[src/core/pwos_regs.vh]
// register offsets, field positions and reset values of the pwm output shaping block
`ifndef PWOS_REGS_VH
`define PWOS_REGS_VH
// register word indices (byte address is four times the index)
`define PWOS_IDX_SWT        16'h2061
`define PWOS_IDX_SEG        16'h2062
`define PWOS_IDX_GATE       16'h2063
`define PWOS_IDX_PD         16'h2064
`define PWOS_IDX_STAT       16'h2065
`define PWOS_IDX_RESTART    16'h2066
// output segment fields
`define PWOS_SEG_XA_BIT     8
`define PWOS_SEG_XB_BIT     7
`define PWOS_SEG_XC_BIT     6
`define PWOS_SEG_RST        9'h000
// gate chop fields
`define PWOS_GATE_HI_BIT    8
`define PWOS_GATE_LO_BIT    9
`define PWOS_GATE_RST       10'h000
// restart register bits: period, duty a, duty b, duty c
`define PWOS_RESTART_ALL    4'hf
// status fields
`define PWOS_STAT_TRIP_BIT  0
`define PWOS_STAT_SHUT_BIT  1
`define PWOS_STAT_HALF_BIT  3
`endif

[src/core/pwos_top.v]
// pwm output shaping: pulse deletion, crossover, disables, gate chop, shutdown
//
// Contract
// minimum on-time equals count times clock
// short pulse off, complement fully on
// nine-bit readable writable segment register
// bits 8,7,6 cross pairs a,b,c
// crossover swaps high and low signals
// reset clears crossover bits
// bits 0-5 force outputs off
// disables gate after crossover swap
// reset clears all disable bits
// segment latched on sync rising edge
// gate bits 8/9 chop high/low outputs
// chop period four times divider plus one
// reset clears gate chop register
// software sets chop before running pwm
// trip low forces off, blocks sync
// trip level readable in status bit 0
// current sense falling edge also trips
// any write to flag shuts down
// flag read reports source, then clears
// fault clear needs trip and sense high
// rewrite period and duties to restart
// sync once or twice per period
// outputs off until restart writes complete
`timescale 1ns/1ps
`include "pwos_regs.vh"

module pwos_top #(
  parameter PD_W = 16                         // width of the minimum pulse count
) (
  // clock and reset
  input  wire        clk_sys_i,
  input  wire        resetn_i,
  // apb slave
  input  wire        psel_i,
  input  wire        penable_i,
  input  wire        pwrite_i,
  input  wire [31:0] paddr_i,
  input  wire [31:0] pwdata_i,
  output wire        pready_o,
  output reg  [31:0] prdata_o,
  output wire        pslverr_o,
  // timing unit side
  input  wire [5:0]  tu_pwm_i,                // raw signals {ch,cl,bh,bl,ah,al}
  input  wire        tu_sync_i,               // raw period sync pulse
  input  wire        tu_half_i,               // active half: 0 first, 1 second
  input  wire        tu_double_i,             // 1 = double update mode
  output wire        period_sync_pulse_o,     // sync after trip gating
  // fault inputs, trip event and shutdown outputs
  input  wire        fault_trip_n_i,          // external trip, active low
  input  wire        bus_current_sense_ok_i,  // comparator high above threshold
  output wire        trip_event_o,            // one-cycle trip interrupt pulse
  output wire        shutdown_o,              // shutdown state, level
  // gate drive pins
  output wire        phase_a_high_out_o,
  output wire        phase_a_low_out_o,
  output wire        phase_b_high_out_o,
  output wire        phase_b_low_out_o,
  output wire        phase_c_high_out_o,
  output wire        phase_c_low_out_o
);

  // register state
  reg  [8:0]      seg_ctrl_q;         // software copy of output segment control
  reg  [8:0]      seg_live_q;         // copy in effect, latched on sync
  reg  [9:0]      gate_ctrl_q;        // gate chop control
  reg  [PD_W-1:0] min_pulse_count_q;  // minimum on-time in clocks
  reg             sw_flag_q;          // last shutdown came from software
  reg             shut_q;             // shutdown latched
  reg  [3:0]      restart_q;          // restart writes seen since shutdown
  reg             sync_d1_q;          // previous sync, for edge detect
  reg             sense_d1_q;         // previous sense level, for edge detect
  reg             trip_d1_q;          // previous trip level, for edge detect
  // pulse deletion state
  reg  [PD_W-1:0] on_cnt_q [0:5];     // on-time counters of this half
  reg  [5:0]      keep_q;             // signal allowed in current half
  reg  [5:0]      long_q;             // signal reached minimum in this half
  reg             half_q;             // half seen last cycle
  // chop carrier
  reg  [9:0]      chop_cnt_q;         // counts one carrier half period
  reg             chop_q;             // carrier level

  // apb decode
  wire        wr_en    = psel_i & penable_i & pwrite_i;
  wire        rd_en    = psel_i & penable_i & ~pwrite_i;
  wire [29:0] word_idx = paddr_i[31:2];
  wire        aligned  = (paddr_i[1:0] == 2'h0);

  // match a word index against a register index
  function hit;
    input [29:0] idx;
    input [15:0] reg_idx;
    begin
      hit = aligned & (idx == {14'h0000, reg_idx});
    end
  endfunction

  wire sel_swt  = hit(word_idx, `PWOS_IDX_SWT);
  wire sel_seg  = hit(word_idx, `PWOS_IDX_SEG);
  wire sel_gate = hit(word_idx, `PWOS_IDX_GATE);
  wire sel_pd   = hit(word_idx, `PWOS_IDX_PD);
  wire sel_stat = hit(word_idx, `PWOS_IDX_STAT);
  wire sel_rst  = hit(word_idx, `PWOS_IDX_RESTART);
  wire mapped   = sel_swt | sel_seg | sel_gate | sel_pd | sel_stat | sel_rst;

  // zero wait states; unmapped access answers with an error
  assign pready_o  = 1'b1;
  assign pslverr_o = psel_i & penable_i & ~mapped;

  // fault sources: trip pin level and sense comparator falling edge
  wire sense_fall = sense_d1_q & ~bus_current_sense_ok_i;
  wire trip_fall  = trip_d1_q & ~fault_trip_n_i;
  wire sw_shut    = wr_en & sel_swt;
  wire hw_fault   = ~fault_trip_n_i | sense_fall;
  wire fault_now  = hw_fault | sw_shut;
  // fault cleared only with trip high and sense above threshold
  wire fault_gone = fault_trip_n_i & bus_current_sense_ok_i;
  // the trip pin acts without the clock so the pins fall instantly
  wire off_all    = shut_q | ~fault_trip_n_i;

  assign shutdown_o   = shut_q;
  assign trip_event_o = trip_fall | sense_fall | sw_shut;
  assign period_sync_pulse_o = tu_sync_i & ~off_all;
  wire sync_rise = period_sync_pulse_o & ~sync_d1_q;

  // register writes and shutdown sequencing
  always @(posedge clk_sys_i)
  begin
    if (!resetn_i)
    begin
      seg_ctrl_q        <= `PWOS_SEG_RST;
      seg_live_q        <= `PWOS_SEG_RST;
      gate_ctrl_q       <= `PWOS_GATE_RST;
      min_pulse_count_q <= {PD_W{1'b0}};
      sw_flag_q         <= 1'b0;
      shut_q            <= 1'b0;
      restart_q         <= 4'h0;
      sync_d1_q         <= 1'b0;
      sense_d1_q        <= 1'b1;
      trip_d1_q         <= 1'b1;
    end
    else
    begin
      sync_d1_q  <= period_sync_pulse_o;
      sense_d1_q <= bus_current_sense_ok_i;
      trip_d1_q  <= fault_trip_n_i;
      if (wr_en && sel_seg)
      begin
        seg_ctrl_q <= pwdata_i[8:0];
      end
      if (wr_en && sel_gate)
      begin
        gate_ctrl_q <= pwdata_i[9:0];
      end
      if (wr_en && sel_pd)
      begin
        min_pulse_count_q <= pwdata_i[PD_W-1:0];
      end
      // new segment value only takes effect at sync rising edge
      if (sync_rise)
      begin
        seg_live_q <= seg_ctrl_q;
      end
      // source flag: set by software shutdown wins over the read clear
      if (sw_shut)
      begin
        sw_flag_q <= 1'b1;
      end
      else if (rd_en && sel_swt)
      begin
        sw_flag_q <= 1'b0;
      end
      else if (hw_fault)
      begin
        sw_flag_q <= 1'b0;
      end
      // shutdown holds until fault gone and all restart writes are seen
      if (fault_now)
      begin
        shut_q    <= 1'b1;
        restart_q <= 4'h0;
      end
      else if (shut_q)
      begin
        if (wr_en && sel_rst && fault_gone)
        begin
          restart_q <= restart_q | pwdata_i[3:0];
        end
        if (restart_q == `PWOS_RESTART_ALL && fault_gone)
        begin
          shut_q    <= 1'b0;
          restart_q <= 4'h0;
        end
      end
    end
  end

  // apb read data, registered at the edge that ends the setup phase
  always @(posedge clk_sys_i)
  begin
    if (!resetn_i)
    begin
      prdata_o <= 32'h0000_0000;
    end
    else if (psel_i && !penable_i && !pwrite_i)
    begin
      prdata_o <= 32'h0000_0000;
      if (sel_swt)
        prdata_o[0] <= sw_flag_q;
      if (sel_seg)
        prdata_o[8:0] <= seg_ctrl_q;
      if (sel_gate)
        prdata_o[9:0] <= gate_ctrl_q;
      if (sel_pd)
        prdata_o[PD_W-1:0] <= min_pulse_count_q;
      if (sel_stat)
      begin
        prdata_o[`PWOS_STAT_TRIP_BIT] <= fault_trip_n_i;
        prdata_o[`PWOS_STAT_SHUT_BIT] <= shut_q;
        prdata_o[`PWOS_STAT_HALF_BIT] <= tu_half_i;
      end
      if (sel_rst)
        prdata_o[3:0] <= restart_q;
    end
  end

  // pulse deletion: a signal is shown in a half only if its on-time in the
  // previous half was zero or reached the minimum; this costs one half of
  // latency but removes narrow pulses without look-ahead.
  wire half_edge = (tu_half_i != half_q);
  integer i;
  always @(posedge clk_sys_i)
  begin
    if (!resetn_i)
    begin
      half_q <= 1'b0;
      keep_q <= 6'h3f;
      long_q <= 6'h00;
      for (i = 0; i < 6; i = i + 1)
        on_cnt_q[i] <= {PD_W{1'b0}};
    end
    else
    begin
      half_q <= tu_half_i;
      for (i = 0; i < 6; i = i + 1)
      begin
        if (half_edge)
        begin
          // the boundary cycle already belongs to the new half, so count it
          on_cnt_q[i] <= {{(PD_W-1){1'b0}}, tu_pwm_i[i]};
          long_q[i]   <= tu_pwm_i[i] & (min_pulse_count_q <= {{(PD_W-1){1'b0}}, 1'b1});
          // zero on-time is not a pulse to delete
          keep_q[i]   <= long_q[i] | (on_cnt_q[i] == {PD_W{1'b0}});
        end
        else if (tu_pwm_i[i])
        begin
          if (on_cnt_q[i] != {PD_W{1'b1}})
            on_cnt_q[i] <= on_cnt_q[i] + {{(PD_W-1){1'b0}}, 1'b1};
          if ((on_cnt_q[i] + {{(PD_W-1){1'b0}}, 1'b1}) >= min_pulse_count_q)
            long_q[i] <= 1'b1;
        end
      end
    end
  end

  // deleted signal goes off, its complement (index xor 1) fully on
  reg [5:0] shaped;
  integer k;
  always @*
  begin
    shaped = 6'h00;
    for (k = 0; k < 6; k = k + 1)
    begin
      if (!keep_q[k])
        shaped[k] = 1'b0;
      else if (!keep_q[k ^ 1])
        shaped[k] = 1'b1;
      else
        shaped[k] = tu_pwm_i[k];
    end
  end

  // crossover swap then per-output disable
  wire xa = seg_live_q[`PWOS_SEG_XA_BIT];
  wire xb = seg_live_q[`PWOS_SEG_XB_BIT];
  wire xc = seg_live_q[`PWOS_SEG_XC_BIT];
  wire [5:0] crossed = {xc ? shaped[4] : shaped[5], xc ? shaped[5] : shaped[4],
                        xb ? shaped[2] : shaped[3], xb ? shaped[3] : shaped[2],
                        xa ? shaped[0] : shaped[1], xa ? shaped[1] : shaped[0]};
  // disable bits run from phase c high (bit 0) up to phase a low (bit 5)
  wire [5:0] dis_pin = {seg_live_q[0], seg_live_q[1], seg_live_q[2],
                        seg_live_q[3], seg_live_q[4], seg_live_q[5]};
  wire [5:0] enabled = crossed & ~dis_pin;

  // chop carrier: half period is 2*(divider+1) clocks
  wire [9:0] chop_half = {1'b0, gate_ctrl_q[7:0], 1'b0} + 10'h002;
  always @(posedge clk_sys_i)
  begin
    if (!resetn_i)
    begin
      chop_cnt_q <= 10'h000;
      chop_q     <= 1'b0;
    end
    else if (chop_cnt_q + 10'h001 >= chop_half)
    begin
      chop_cnt_q <= 10'h000;
      chop_q     <= ~chop_q;
    end
    else
    begin
      chop_cnt_q <= chop_cnt_q + 10'h001;
    end
  end

  wire chop_hi = ~gate_ctrl_q[`PWOS_GATE_HI_BIT] | chop_q;
  wire chop_lo = ~gate_ctrl_q[`PWOS_GATE_LO_BIT] | chop_q;
  wire [5:0] chopped = enabled & {chop_hi, chop_lo, chop_hi, chop_lo, chop_hi, chop_lo};
  wire [5:0] pins    = off_all ? 6'h00 : chopped;

  assign phase_a_low_out_o  = pins[0];
  assign phase_a_high_out_o = pins[1];
  assign phase_b_low_out_o  = pins[2];
  assign phase_b_high_out_o = pins[3];
  assign phase_c_low_out_o  = pins[4];
  assign phase_c_high_out_o = pins[5];

endmodule // pwos_top

[config.mk]
export PLATFORM = sky130hd
export DESIGN_NAME = pwos_top
export DESIGN_NICKNAME = d
export VERILOG_FILES = /design/src/core/pwos_top.v
export VERILOG_INCLUDE_DIRS = /design/src /design/src/core
export SDC_FILE = /design/constraint.sdc
export NUM_CORES = 1
export LEC_CHECK = 0
export BUFFER_PORTS_ARGS = -buffer_cell sky130_fd_sc_hd__buf_2
export CAP_MARGIN = 20
export CORE_ASPECT_RATIO = 1.25
export CORE_UTILIZATION = 49
export DETAILED_ROUTE_END_ITERATION = 8
export PLACE_DENSITY = 0.7
export SLEW_MARGIN = 25
export SYNTH_ARGS = -nofsm -noshare
export SYNTH_HDL_FRONTEND = slang
export SYNTH_SLANG_ARGS = --single-unit
[constraint.sdc]
create_clock -name clk_sys_i -period 5.7 [get_ports clk_sys_i]
set_input_delay 1.14 -clock clk_sys_i [delete_from_list [all_inputs] [get_ports clk_sys_i]]
set_output_delay 1.14 -clock clk_sys_i [all_outputs]
set_load 0.01 [all_outputs]
==> results of run 1 <==
==> sequential cells by signal, indices dropped and copies added (netlist names) <==
register           flops
keep_q                 6
chop_q                 1
sync_d1_q              1
chop_cnt_q            10
sw_flag_q              1
sense_d1_q             1
trip_d1_q              1
on_cnt_q              96
half_q                 1
seg_live_q             9
seg_ctrl_q             9
prdata_o              16
restart_q              4
gate_ctrl_q           10
shutdown_o             1
long_q                 6
min_pulse_count_q     16
==> layout make-up <==
cell class / count / area [um^2]
fillers: 2288 / 11000
multi-input cells: 1017 / 7110
flip-flops and latches: 189 / 4740
clock buffers: 22 / 507
repair buffers: 93 / 478
well taps: 330 / 413
inverters: 56 / 210
clock inverters: 10 / 85.1
==> logic make-up after synthesis <==
logic type | synth area share [%]
AOI/OAI and AO/OA | 9.66
xor gates and xnor gates | 7.10
adders and majority gates | 12.1
buffers and inverters | 4.33
DFF | 38.5
muxes | 4.20
other | 0.0609
and+or+nand+nor | 24.1
==> worst max-delay path, delay by kind of cell <==
| kind | cells | cell delay, ns |
|---|---|---|
| buffers and inverters | 2 | 0.52 |
| AND/OR/NAND/NOR | 4 | 1.15 |
==> layout by cell type, fill, tap and decap left out, types with 6 or more instances in the layout <==
master | netlist | final
sky130_fd_sc_hd__a311oi_1 | 6 | 6
sky130_fd_sc_hd__nor3b_1 | 6 | 6
sky130_fd_sc_hd__conb_1 | 2 | 17
sky130_fd_sc_hd__nor2_1 | 61 | 61
sky130_fd_sc_hd__and3_1 | 15 | 15
sky130_fd_sc_hd__and4_1 | 11 | 11
sky130_fd_sc_hd__a21oi_1 | 28 | 28
sky130_fd_sc_hd__a21o_1 | 13 | 13
sky130_fd_sc_hd__or4_1 | 8 | 8
sky130_fd_sc_hd__nor4b_1 | 8 | 8
sky130_fd_sc_hd__and3b_1 | 8 | 8
sky130_fd_sc_hd__a21boi_0 | 26 | 26
sky130_fd_sc_hd__xor2_1 | 43 | 43
sky130_fd_sc_hd__buf_2 | 8 | 88
sky130_fd_sc_hd__nand3_1 | 63 | 63
sky130_fd_sc_hd__nor3_1 | 26 | 26
sky130_fd_sc_hd__and2_1 | 7 | 7
sky130_fd_sc_hd__mux2_2 | 6 | 6
sky130_fd_sc_hd__edfxtp_1 | 96 | 96
sky130_fd_sc_hd__ha_1 | 119 | 119
sky130_fd_sc_hd__nand4_1 | 35 | 35
sky130_fd_sc_hd__clkbuf_16 | 0 | 19
sky130_fd_sc_hd__o21ai_0 | 44 | 43
sky130_fd_sc_hd__a31oi_1 | 8 | 8
sky130_fd_sc_hd__nand2_1 | 153 | 153
sky130_fd_sc_hd__inv_1 | 56 | 56
sky130_fd_sc_hd__mux2i_1 | 45 | 45
sky130_fd_sc_hd__nor2b_1 | 91 | 91
sky130_fd_sc_hd__xnor2_1 | 57 | 57
sky130_fd_sc_hd__nand2b_1 | 10 | 10
sky130_fd_sc_hd__dfxtp_1 | 93 | 93
sky130_fd_sc_hd__nor4_1 | 24 | 24
==> metrics by stage <==
| step | instance area, um^2 | setup slack [ns] |
|---|---|---|
| after floorplan | 12400 | 2.26 |
| after global placement | 12900 | 1.79 |
| after detailed placement | 13000 | 1.82 |
| after CTS | 13500 | 1.78 |
| after global routing | 13500 | 1.58 |
| final | 13500 | 1.73 |
==> routing by layer <==
layer | track usage [%] | part of all wire, %
met1 | 31.0 | 42
met5 | 0 | 0
met4 | 10.1 | 3.3
met2 | 44.6 | 50
met3 | 3.75 | 5.1
==> power by group <==
group | internal, uW | total (uW) | switching, uW
registers | 1500 | 1580 | 79.5
logic | 233 | 532 | 299
clock network | 648 | 1220 | 569
==> worst min path at each step <==
| stage | endpoint | cells past startpoint | startpoint | slack (ns) |
|---|---|---|---|---|
| 4_1_cts | prdata_o[11] | 2 | prdata_o[11] | 0.46 |
| 5_1_grt | prdata_o[5] | 2 | prdata_o[5] | 0.49 |
| 3_5_place_dp | prdata_o[11] | 2 | prdata_o[11] | 0.46 |
| 2_1_floorplan | seg_ctrl_q[0] | 2 | seg_ctrl_q[0] | 0.44 |
| 3_3_place_gp | prdata_o[7] | 2 | prdata_o[7] | 0.45 |
| 6_report | prdata_o[11] | 2 | prdata_o[11] | 0.46 |
==> key figures, run 1 <==
Routing
  • Remaining antenna violation count: 0
  • Total iterations of the first detailed-routing run: 5
  • Count of vias placed by the detailed router: 10007
  • Drt total wl: 31400 um
  • DRC errors left: 0
  • Routed vias/inst: 5.83
  • Routed wire length per instance: 18.3 um
  • Count of routing violations after the opening detailed-route iteration: 634

Die
  • Effective utilization at floorplan: 50.2%
  • Core Area: 24600 um^2
  • Chip width: 144 um
  • Total Die Area: 25800 um^2
  • Die height: 179 um
  • FP Rows: 64
  • Number of placed I/O pins: 123

Synthesis
  • Cell type with the largest total area after synthesis: sky130_fd_sc_hd__edfxtp_1
  • Synthesis warning total: 0
  • Mapped cell area: 12300 um^2
  • Area share of the largest cell type after synthesis: 23.4%
  • Post-synthesis cell type count: 72
  • Async S/R FF share, synth: 0%
  • Top post-synthesis cells by count: sky130_fd_sc_hd__nand2_1 (153), sky130_fd_sc_hd__ha_1 (119), sky130_fd_sc_hd__edfxtp_1 (96)
  • Mean post-synth cell area: 9.48 um^2
  • Number of synthesized flops with an enable pin: 96
  • Sequential-to-total area share from yosys stat: 38.5%
  • Number of synthesized register bits: 189
  • Most used standard cell by instance count after synthesis: sky130_fd_sc_hd__nand2_1
  • Number of instances in the synthesized netlist: 1301
  • Leading register cell type out of synthesis: sky130_fd_sc_hd__edfxtp_1
  • Largest cells by area after synthesis: sky130_fd_sc_hd__edfxtp_1 (23%), sky130_fd_sc_hd__dfxtp_1 (15%), sky130_fd_sc_hd__ha_1 (12%), sky130_fd_sc_hd__nand2_1 (4.7%), sky130_fd_sc_hd__nor2b_1 (4.6%)

Placed design
  • Number of placed instances, taps included: 1685
  • Final weighted congestion in routability-driven placement: 0.920
  • DP Wirelength: 22800 um
  • Number of buffers inserted by port buffering: 88

Clocking
  • Root buffer cell: sky130_fd_sc_hd__clkbuf_16
  • Number of buffers inserted to repair setup after CTS: 0
  • Number of CTS-inserted buffers: 17
  • Clock sink total: 189
  • Clock network latency to the later pin of the worst-skew pair: 0.44 ns
  • TritonCTS clock tree: yes
  • Number of cells upsized or downsized after cts: 0
  • Bufs on Longest Clock Path: 2
  • H-tree level count: 4
  • CTS clk-pin slew, worst paths: 0.07 ns
  • CTS Hold Bufs: 0

Run status
  • Status: completed

Critical path
  • Crit path arrival time: 2.83 ns
  • Reg2reg setup slack: 2.66 ns
  • R2r endpoint: long_q[2]
  • Standard cell with the maximum stage delay on the critical path: sky130_fd_sc_hd__nor4b_1
  • Critical Path End Type: output port
  • Worst Path Max Fanout: 21
  • Crit path from: paddr_i[2]
  • Cell repeated most along the worst path: sky130_fd_sc_hd__buf_2
  • Number of cell instances on the worst register-to-register path: 11
  • Kind of critical path: in -> out
  • Crit Reg-Reg Startpoint: on_cnt_q[2][0]
  • Required time at the endpoint of the critical path: 4.56 ns
  • CP Launch Type: primary input
  • Last element of the critical path: trip_event_o
  • Delay contributed by the slowest stage of the critical path: 0.59 ns
  • Critical path cell sequence: buf_2, nand2b_1, nor2_1, nor4b_1, or2_2, buf_2

Power
  • Overall Power: 3330 uW
  • P per Cell Area: 246 nW/um^2
  • Static leakage power: 0.00542 uW
  • Worst VDD drop: 0.210 mV

STA
  • Count of pins over their slew limit: 0
  • Setup TNS after final layout: 0 ns
  • Clock skew after layout: 0.0145 ns
  • Remaining max-slew budget at the tightest pin: 30.2%
  • Worst slew pin tran: 1.04 ns
  • Number of failing setup endpoints in the final timing report: 0
  • Final min period: 3.97 ns
  • Final clock period utilization by the worst path: 69.7%
  • Highest attainable clock frequency: 0.252 GHz
  • Tightest hold margin: 0.460 ns
  • Unrepaired setup endpoints after global routing: no
  • Final hold violation count: 0

Worst hold path
  • Class of the worst hold path: reg -> reg

Global routing
  • Total congestion overflow: 0
  • Largest net degree at the start of global routing: 58
  • Number of global-route vias before repair: 9726
  • First-pass GRT wire length: 49700 um
  • All-layer global routing usage: 25.4%
  • Number of antenna violations at the first check in global routing: 0

Cells and area
  • Post-layout instance count excluding filler cells: 1717
  • Area Growth Syn to Fin: 9.85%
  • Diodes inserted: 0
  • Number of nets at the end of the flow: 1573
  • Fraction of the core area covered by cells at the end of the flow: 55.1%
  • Share of cells above drive strength 1: 10.9%

Flow run
  • Max-capacitance violation count: 0
Power figures use the tool's default switching activity.
==> run 2, diff against run 1 <==
ABC_AREA = 1   (was not set)
PLACE_DENSITY = 0.73   (was 0.7)
clock period = 3.2 ns   (was 5.7 ns; I/O delays follow)
==> run 2 against run 1 <==
  * Global-route usage rose by 0.35 points
  * Combinational power rose by 110%
  * Register-to-register slack got worse by 2.4 ns
  * Sequential power rose by 79%
  * Core utilization rose by 0.44 points
  * Wire length rose by 9.2%
  * Total power rose by 81%
  * Critical path depth rose by 14
  * Critical path type is now reg -> reg
  * Critical endpoint is now long_q[2]
==> key figures, run 2 <==
Synthesis
  • Number of instances in the synthesized netlist: 1709
  • Number of synthesized flops with an enable pin: 96
  • Top post-synthesis cells by count: sky130_fd_sc_hd__inv_1 (294), sky130_fd_sc_hd__nand2_1 (244), sky130_fd_sc_hd__nor2_1 (230)
  • Mean post-synth cell area: 7.58 um^2
  • Async S/R FF share, synth: 0%
  • Largest cells by area after synthesis: sky130_fd_sc_hd__edfxtp_1 (22%), sky130_fd_sc_hd__dfxtp_1 (14%), sky130_fd_sc_hd__ha_1 (11%), sky130_fd_sc_hd__inv_1 (8.5%), sky130_fd_sc_hd__nand2_1 (7.1%)
  • Most used standard cell by instance count after synthesis: sky130_fd_sc_hd__inv_1
  • Post-synthesis cell type count: 52
  • Sequential-to-total area share from yosys stat: 36.6%
  • Mapped cell area: 13000 um^2
  • Leading register cell type out of synthesis: sky130_fd_sc_hd__edfxtp_1
  • Cell type with the largest total area after synthesis: sky130_fd_sc_hd__edfxtp_1
  • Number of synthesized register bits: 189
  • Area share of the largest cell type after synthesis: 22.2%
  • Synthesis warning total: 0

Placed design
  • Final weighted congestion in routability-driven placement: 0.931
  • Number of buffers inserted by port buffering: 88
  • DP Wirelength: 25500 um
  • Area of placed instances: 13800 um^2
  • Number of placed instances, taps included: 2127

Power
  • Worst VDD drop: 0.360 mV
  • P per Cell Area: 418 nW/um^2
  • Overall Power: 6030 uW
  • Static leakage power: 0.00662 uW

Cells and area
  • Final instance area: 14400 um^2
  • Largest registers: on_cnt_q x96, min_pulse_count_q x16, prdata_o x16
  • Area Growth Syn to Fin: 11.4%
  • Area of the multi-input gates: 6950 um^2
  • Post-layout instance count excluding filler cells: 2167
  • Area taken by flip-flops and latches: 4740 um^2
  • Most frequent standard cell in the layout excluding fill and tap cells: sky130_fd_sc_hd__inv_1
  • Share of cells above drive strength 1: 12.6%
  • Commonest cells after routing, fill and taps aside: sky130_fd_sc_hd__inv_1 (293), sky130_fd_sc_hd__nand2_1 (242), sky130_fd_sc_hd__nor2_1 (227)
  • Number of flip-flops in the largest register: 96
  • Number of fill cells in the layout: 2452
  • Largest Register: on_cnt_q
  • Diodes inserted: 0
  • Fraction of the core area covered by cells at the end of the flow: 55.5%
  • Number of nets at the end of the flow: 2013

Die
  • Number of placed I/O pins: 123
  • Chip width: 147 um
  • Effective utilization at floorplan: 49.8%
  • Core Area: 26000 um^2
  • FP Rows: 66
  • Die height: 184 um
  • Total Die Area: 27100 um^2

Critical path
  • Standard cell with the maximum stage delay on the critical path: sky130_fd_sc_hd__edfxtp_1
  • Delay contributed by the slowest stage of the critical path: 0.37 ns
  • Worst Path Max Fanout: 2
  • Critical path cell sequence: ha_2, nand2_1, nor2_2, nand3_2, nor3_4, nand3_2, nor2_1, nand2_1, nor2_2, xor2_1, inv_1, ha_1, nand2_1, inv_1, nand3_2, nor3_4, nand3_1, nand3_1, a21oi_1, a2bb2oi_1
  • Number of cell instances on the worst register-to-register path: 20
  • Crit path arrival time: 3.35 ns
  • Kind of critical path: reg -> reg
  • Required time at the endpoint of the critical path: 3.58 ns
  • R2r endpoint: long_q[2]
  • Crit Reg-Reg Startpoint: on_cnt_q[2][1]
  • Critical Path End Type: flop
  • Reg2reg setup slack: 0.23 ns
  • CP Launch Type: flop

STA
  • Remaining max-slew budget at the tightest pin: 48.9%
  • Count of pins over their slew limit: 0
  • Final clock period utilization by the worst path: 92.7%
  • Final min period: 2.97 ns
  • Tightest hold margin: 0.435 ns
  • Unrepaired setup endpoints after global routing: yes
  • Number of failing setup endpoints in the final timing report: 0
  • Highest attainable clock frequency: 0.337 GHz
  • Clock skew after layout: 0.0126 ns
  • Final hold violation count: 0
  • Worst slew pin tran: 0.766 ns

Routing
  • DRC errors left: 0
  • Count of vias placed by the detailed router: 11780
  • Routed wire length per instance: 15.8 um
  • Count of routing violations after the opening detailed-route iteration: 754
  • Drt total wl: 34300 um
  • Remaining antenna violation count: 0
  • Total iterations of the first detailed-routing run: 5
  • Routed vias/inst: 5.44

Clocking
  • Root buffer cell: sky130_fd_sc_hd__clkbuf_16
  • CTS clk-pin slew, worst paths: 0.08 ns
  • Bufs on Longest Clock Path: 2
  • Number of CTS-inserted buffers: 17
  • TritonCTS clock tree: yes
  • H-tree level count: 4
  • Clock network latency to the later pin of the worst-skew pair: 0.45 ns
  • Clock sink total: 189

Worst hold path
  • Number of stages on the worst hold path: 3
  • WHS Endpoint: sense_d1_q
  • Class of the worst hold path: in -> reg
  • Startpoint of the worst hold path: bus_current_sense_ok_i

Global routing
  • Largest net degree at the start of global routing: 60
  • Number of antenna violations at the first check in global routing: 0
  • First-pass GRT wire length: 54400 um
  • Number of global-route vias before repair: 11000
  • All-layer global routing usage: 25.7%
  • Total congestion overflow: 0

Run status
  • Status: completed

Flow run
  • Max-capacitance violation count: 0
[run 2: cell count changes after synthesis, moves of 55 or more]
cell	delta
sky130_fd_sc_hd__o21ai_0	+55
sky130_fd_sc_hd__nor2_1	+169
sky130_fd_sc_hd__a21oi_1	+99
sky130_fd_sc_hd__inv_1	+238
sky130_fd_sc_hd__nor2b_1	-90
sky130_fd_sc_hd__nand2_1	+91
[run 2: final cells by class]
cell class / count / share of cell area (%)
clock buffers: 17 / 2.94
inverters: 302 / 7.85
multi-input cells: 1190 / 48.1
repair buffers: 114 / 4.40
flip-flops and latches: 189 / 32.8
clock inverters: 15 / 0.892
well taps: 340 / 2.94
[run 2: critical path: cells and delay by family (launching register included)]
family,cells,cell delay (ns)
buffers and inverters,2,0.13
AND/OR/NAND/NOR,13,1.53
flip-flops,1,0.37
XOR/XNOR,1,0.21
AO/OA/AOI/OAI,2,0.19
adder cells (fa/ha/maj),2,0.48
[run 2: timing repair]
action,4_1_cts,5_1_grt
setup endpoints to repair,0,14
hold endpoints to repair,0,0
gates resized for setup,0,20
hold buffers,0,0
setup buffers,0,8
[run 2: power breakdown]
group          internal [uW]  switching [uW]
logic                    421             716
registers               2700             126
clock network           1020            1040
total                   4150            1890
[run 2: cell families (layout without fill, tap and decap cells)]
family                     count (synthesis)  after routing  synth area share, %
DFF                                      189            189                 36.6
xor gates and xnor gates                  54             54                 3.76
buffers and inverters                    345            448                 10.8
other                                      2             17               0.0579
AOI/OAI and AO/OA                        271            271                 11.3
adders and majority gates                119            119                 11.5
and+or+nand+nor                          729            729                 26.0
[run 2: worst max-delay path by stage]
stage                               from       endpoint  slack, ns
after floorplan            chop_cnt_q[0]  chop_cnt_q[2]       0.54
after global placement    on_cnt_q[0][0]      long_q[0]       0.26
after detailed placement  on_cnt_q[0][0]      long_q[0]       0.24
after CTS                 on_cnt_q[2][1]      long_q[2]       0.21
after global routing      on_cnt_q[0][0]      long_q[0]      -0.04
final                     on_cnt_q[2][1]      long_q[2]       0.23
[run 2: stage by stage]
step / TNS (ns) / setup WS, ns
2_1_floorplan: 0 / 0.541
3_3_place_gp: 0 / 0.258
3_5_place_dp: 0 / 0.238
4_1_cts: 0 / 0.214
5_1_grt: -0.0563 / -0.0384
6_report: 0 / 0.234
[run 2: layer usage]
metal  track usage [%]  vias to the layer above  wire, um
li1                  -                     5827         -
met1              30.4                     5487     14100
met2              45.7                      391     16800
met3              3.25                       75      1790
met4              12.7                        0      1560
met5                 0                        -         0
==> run 3, diff against run 2 <==
CORE_MARGIN = 1.5   (was not set)
==> run 3 against run 2 <==
  * Maximum frequency up 1.0%
  * Wire length is 0.73% higher
  * Global-route usage about the same
  * Non-clock buffer count fell by 5
  * Final area decreased by 0.38%
  * Largest power group unchanged
==> key figures, run 3 (synthesized netlist as in run 2, its figures left out) <==
Power
  • P_sw: 1860 uW
  • Internal: 4210 uW
  • Power share of the sequential group: 46.7%
  • Worst VDD drop: 0.414 mV
  • Clock share of power: 34.5%
  • Switching share of total power: 30.6%
  • Portion of total power attributed to combinational logic: 18.8%
  • P per Cell Area: 422 nW/um^2
  • Static leakage power: 0.00660 uW

Flow run
  • Max-capacitance violation count: 0

Worst hold path
  • Number of stages on the worst hold path: 3
  • Class of the worst hold path: in -> reg
  • WHS Endpoint: sense_d1_q
  • Startpoint of the worst hold path: bus_current_sense_ok_i

Clocking
  • Clock network latency to the later pin of the worst-skew pair: 0.45 ns
  • H-tree level count: 4
  • Bufs on Longest Clock Path: 2
  • TritonCTS clock tree: yes
  • Number of CTS-inserted buffers: 17
  • Root buffer cell: sky130_fd_sc_hd__clkbuf_16
  • CTS clk-pin slew, worst paths: 0.07 ns
  • Clock sink total: 189

STA
  • Highest attainable clock frequency: 0.341 GHz
  • Number of failing setup endpoints in the final timing report: 0
  • Final clock period utilization by the worst path: 91.7%
  • Setup WS post-layout: 0.264 ns
  • Setup TNS after final layout: 0 ns
  • Clock skew after layout: 0.0142 ns
  • Worst slew pin tran: 0.815 ns
  • Tightest hold margin: 0.429 ns
  • Final hold violation count: 0
  • Remaining max-slew budget at the tightest pin: 45.5%
  • Count of pins over their slew limit: 0
  • Final min period: 2.94 ns

Placed design
  • DP Wirelength: 25700 um
  • Number of buffers inserted by port buffering: 88
  • Final weighted congestion in routability-driven placement: 0.929
  • Worst slack at placement: 0.158 ns

Cells and area
  • Number of flip-flops in the largest register: 96
  • Share of cells above drive strength 1: 11.9%
  • Number of nets at the end of the flow: 2008
  • Largest Register: on_cnt_q
  • Most frequent standard cell in the layout excluding fill and tap cells: sky130_fd_sc_hd__inv_1
  • Commonest cells after routing, fill and taps aside: sky130_fd_sc_hd__inv_1 (294), sky130_fd_sc_hd__nand2_1 (243), sky130_fd_sc_hd__nor2_1 (228)
  • Diodes inserted: 0
  • Largest registers: on_cnt_q x96, min_pulse_count_q x16, prdata_o x16
  • Area Growth Syn to Fin: 11.0%

Critical path
  • Worst Path Max Fanout: 4
  • Required time at the endpoint of the critical path: 3.53 ns
  • CP Launch Type: flop
  • Kind of critical path: reg -> reg
  • Number of cell instances on the worst register-to-register path: 20
  • Delay contributed by the slowest stage of the critical path: 0.42 ns
  • Crit path arrival time: 3.27 ns
  • Critical Path End Type: flop
  • Reg2reg setup slack: 0.26 ns
  • Standard cell with the maximum stage delay on the critical path: sky130_fd_sc_hd__edfxtp_1
  • R2r endpoint: long_q[2]
  • Crit Reg-Reg Startpoint: on_cnt_q[2][0]
  • Critical path cell sequence: ha_1, nand2_1, nor2_2, nand3_2, nor3_4, nand3_2, nor2_1, nand2_1, nor2_1, xor2_1, inv_1, ha_1, nand2_1, inv_1, nand3_1, inv_1, a21oi_1, nand3_1, a21oi_1, a2bb2oi_1

Global routing
  • Number of antenna violations at the first check in global routing: 0
  • Largest net degree at the start of global routing: 60
  • Total congestion overflow: 0
  • All-layer global routing usage: 25.7%
  • Number of global-route vias before repair: 11223
  • First-pass GRT wire length: 55000 um

Die
  • Chip width: 148 um
  • Core Area: 26000 um^2
  • FP Rows: 66
  • Total Die Area: 27400 um^2
  • Number of placed I/O pins: 123
  • Die height: 185 um
  • Effective utilization at floorplan: 49.8%

Routing
  • Total iterations of the first detailed-routing run: 6
  • Count of vias placed by the detailed router: 11611
  • Remaining antenna violation count: 0
  • Routed wire length per instance: 16.0 um
  • Count of routing violations after the opening detailed-route iteration: 748
  • Routed vias/inst: 5.37
  • DRC errors left: 0
  • Drt total wl: 34500 um

Run status
  • Status: completed
## run 3: changes by cell type in the layout (fill, tap and decap cells not counted), moves of 2 or more
cell	previous run	this run
sky130_fd_sc_hd__buf_4	26	21
sky130_fd_sc_hd__nand3_1	79	81
sky130_fd_sc_hd__inv_8	2	0
sky130_fd_sc_hd__nand3_2	12	10
## run 3: final cells by class
cell class                      instances  area, um^2
Multi-Input combinational cell       1190        6930
Fill cell                            2461       11600
Tap cell                              340         425
Clock inverter                         14         134
Inverter                              302        1130
Timing Repair Buffer                  109         598
Clock buffer                           18         429
Sequential cell                       189        4740
## run 3: worst max-delay path, delay by kind of cell, from the launching register on
kind / cells / cell delay (ns)
compound gates: 3 / 0.40
flops: 1 / 0.42
fa+ha+maj: 2 / 0.46
simple gates: 11 / 1.19
xor+xnor: 1 / 0.19
buf+inv: 3 / 0.15
## run 3: worst max path at each step
stage                        start            end  slack, ns  depth (start not counted)
CTS                 on_cnt_q[0][0]      long_q[0]       0.13                         22
floorplan            chop_cnt_q[0]  chop_cnt_q[2]       0.54                         15
global route        on_cnt_q[1][0]      long_q[1]      -0.02                         18
global placement    on_cnt_q[0][0]      long_q[0]       0.24                         22
finish              on_cnt_q[2][0]      long_q[2]       0.26                         20
detailed placement  on_cnt_q[0][0]      long_q[0]       0.16                         22
## run 3: what timing repair did
action / CTS / global route
hold buffers: 0 / 0
setup endpoints to repair: 0 / 15
setup buffers: 0 / 6
gates resized for setup: 0 / 13
hold endpoints to repair: 0 / 0
## run 3: metrics by stage
| step | area (um^2) | utilization, % | power (uW) | instances |
|---|---|---|---|---|
| floorplan | 13000 | - | 3670 | 1724 |
| global placement | 13700 | 52.8 | 3940 | 2124 |
| detailed placement | 13700 | 52.8 | 3990 | 2124 |
| CTS | 14300 | 55.0 | 6070 | 2156 |
| global route | 14400 | 55.3 | 6350 | 2162 |
| finish | 14400 | 55.3 | 6070 | 2162 |
## run 3: power groups by stage
stage	registers (uW)	clock network, uW	logic, uW
floorplan	2850	0	815
global placement	2880	0	1060
CTS	2830	2120	1120
finish	2830	2090	1140
detailed placement	2890	0	1100
global route	2850	2190	1300
## run 3: per-layer routing
| metal | part of all wire (%) | vias to the layer above | track usage, % |
|---|---|---|---|
| li1 | - | 5822 | - |
| met1 | 41 | 5302 | 29.9 |
| met2 | 49 | 397 | 45.7 |
| met3 | 5.7 | 90 | 3.89 |
| met4 | 4.4 | 0 | 13.1 |
| met5 | 0 | - | 0 |
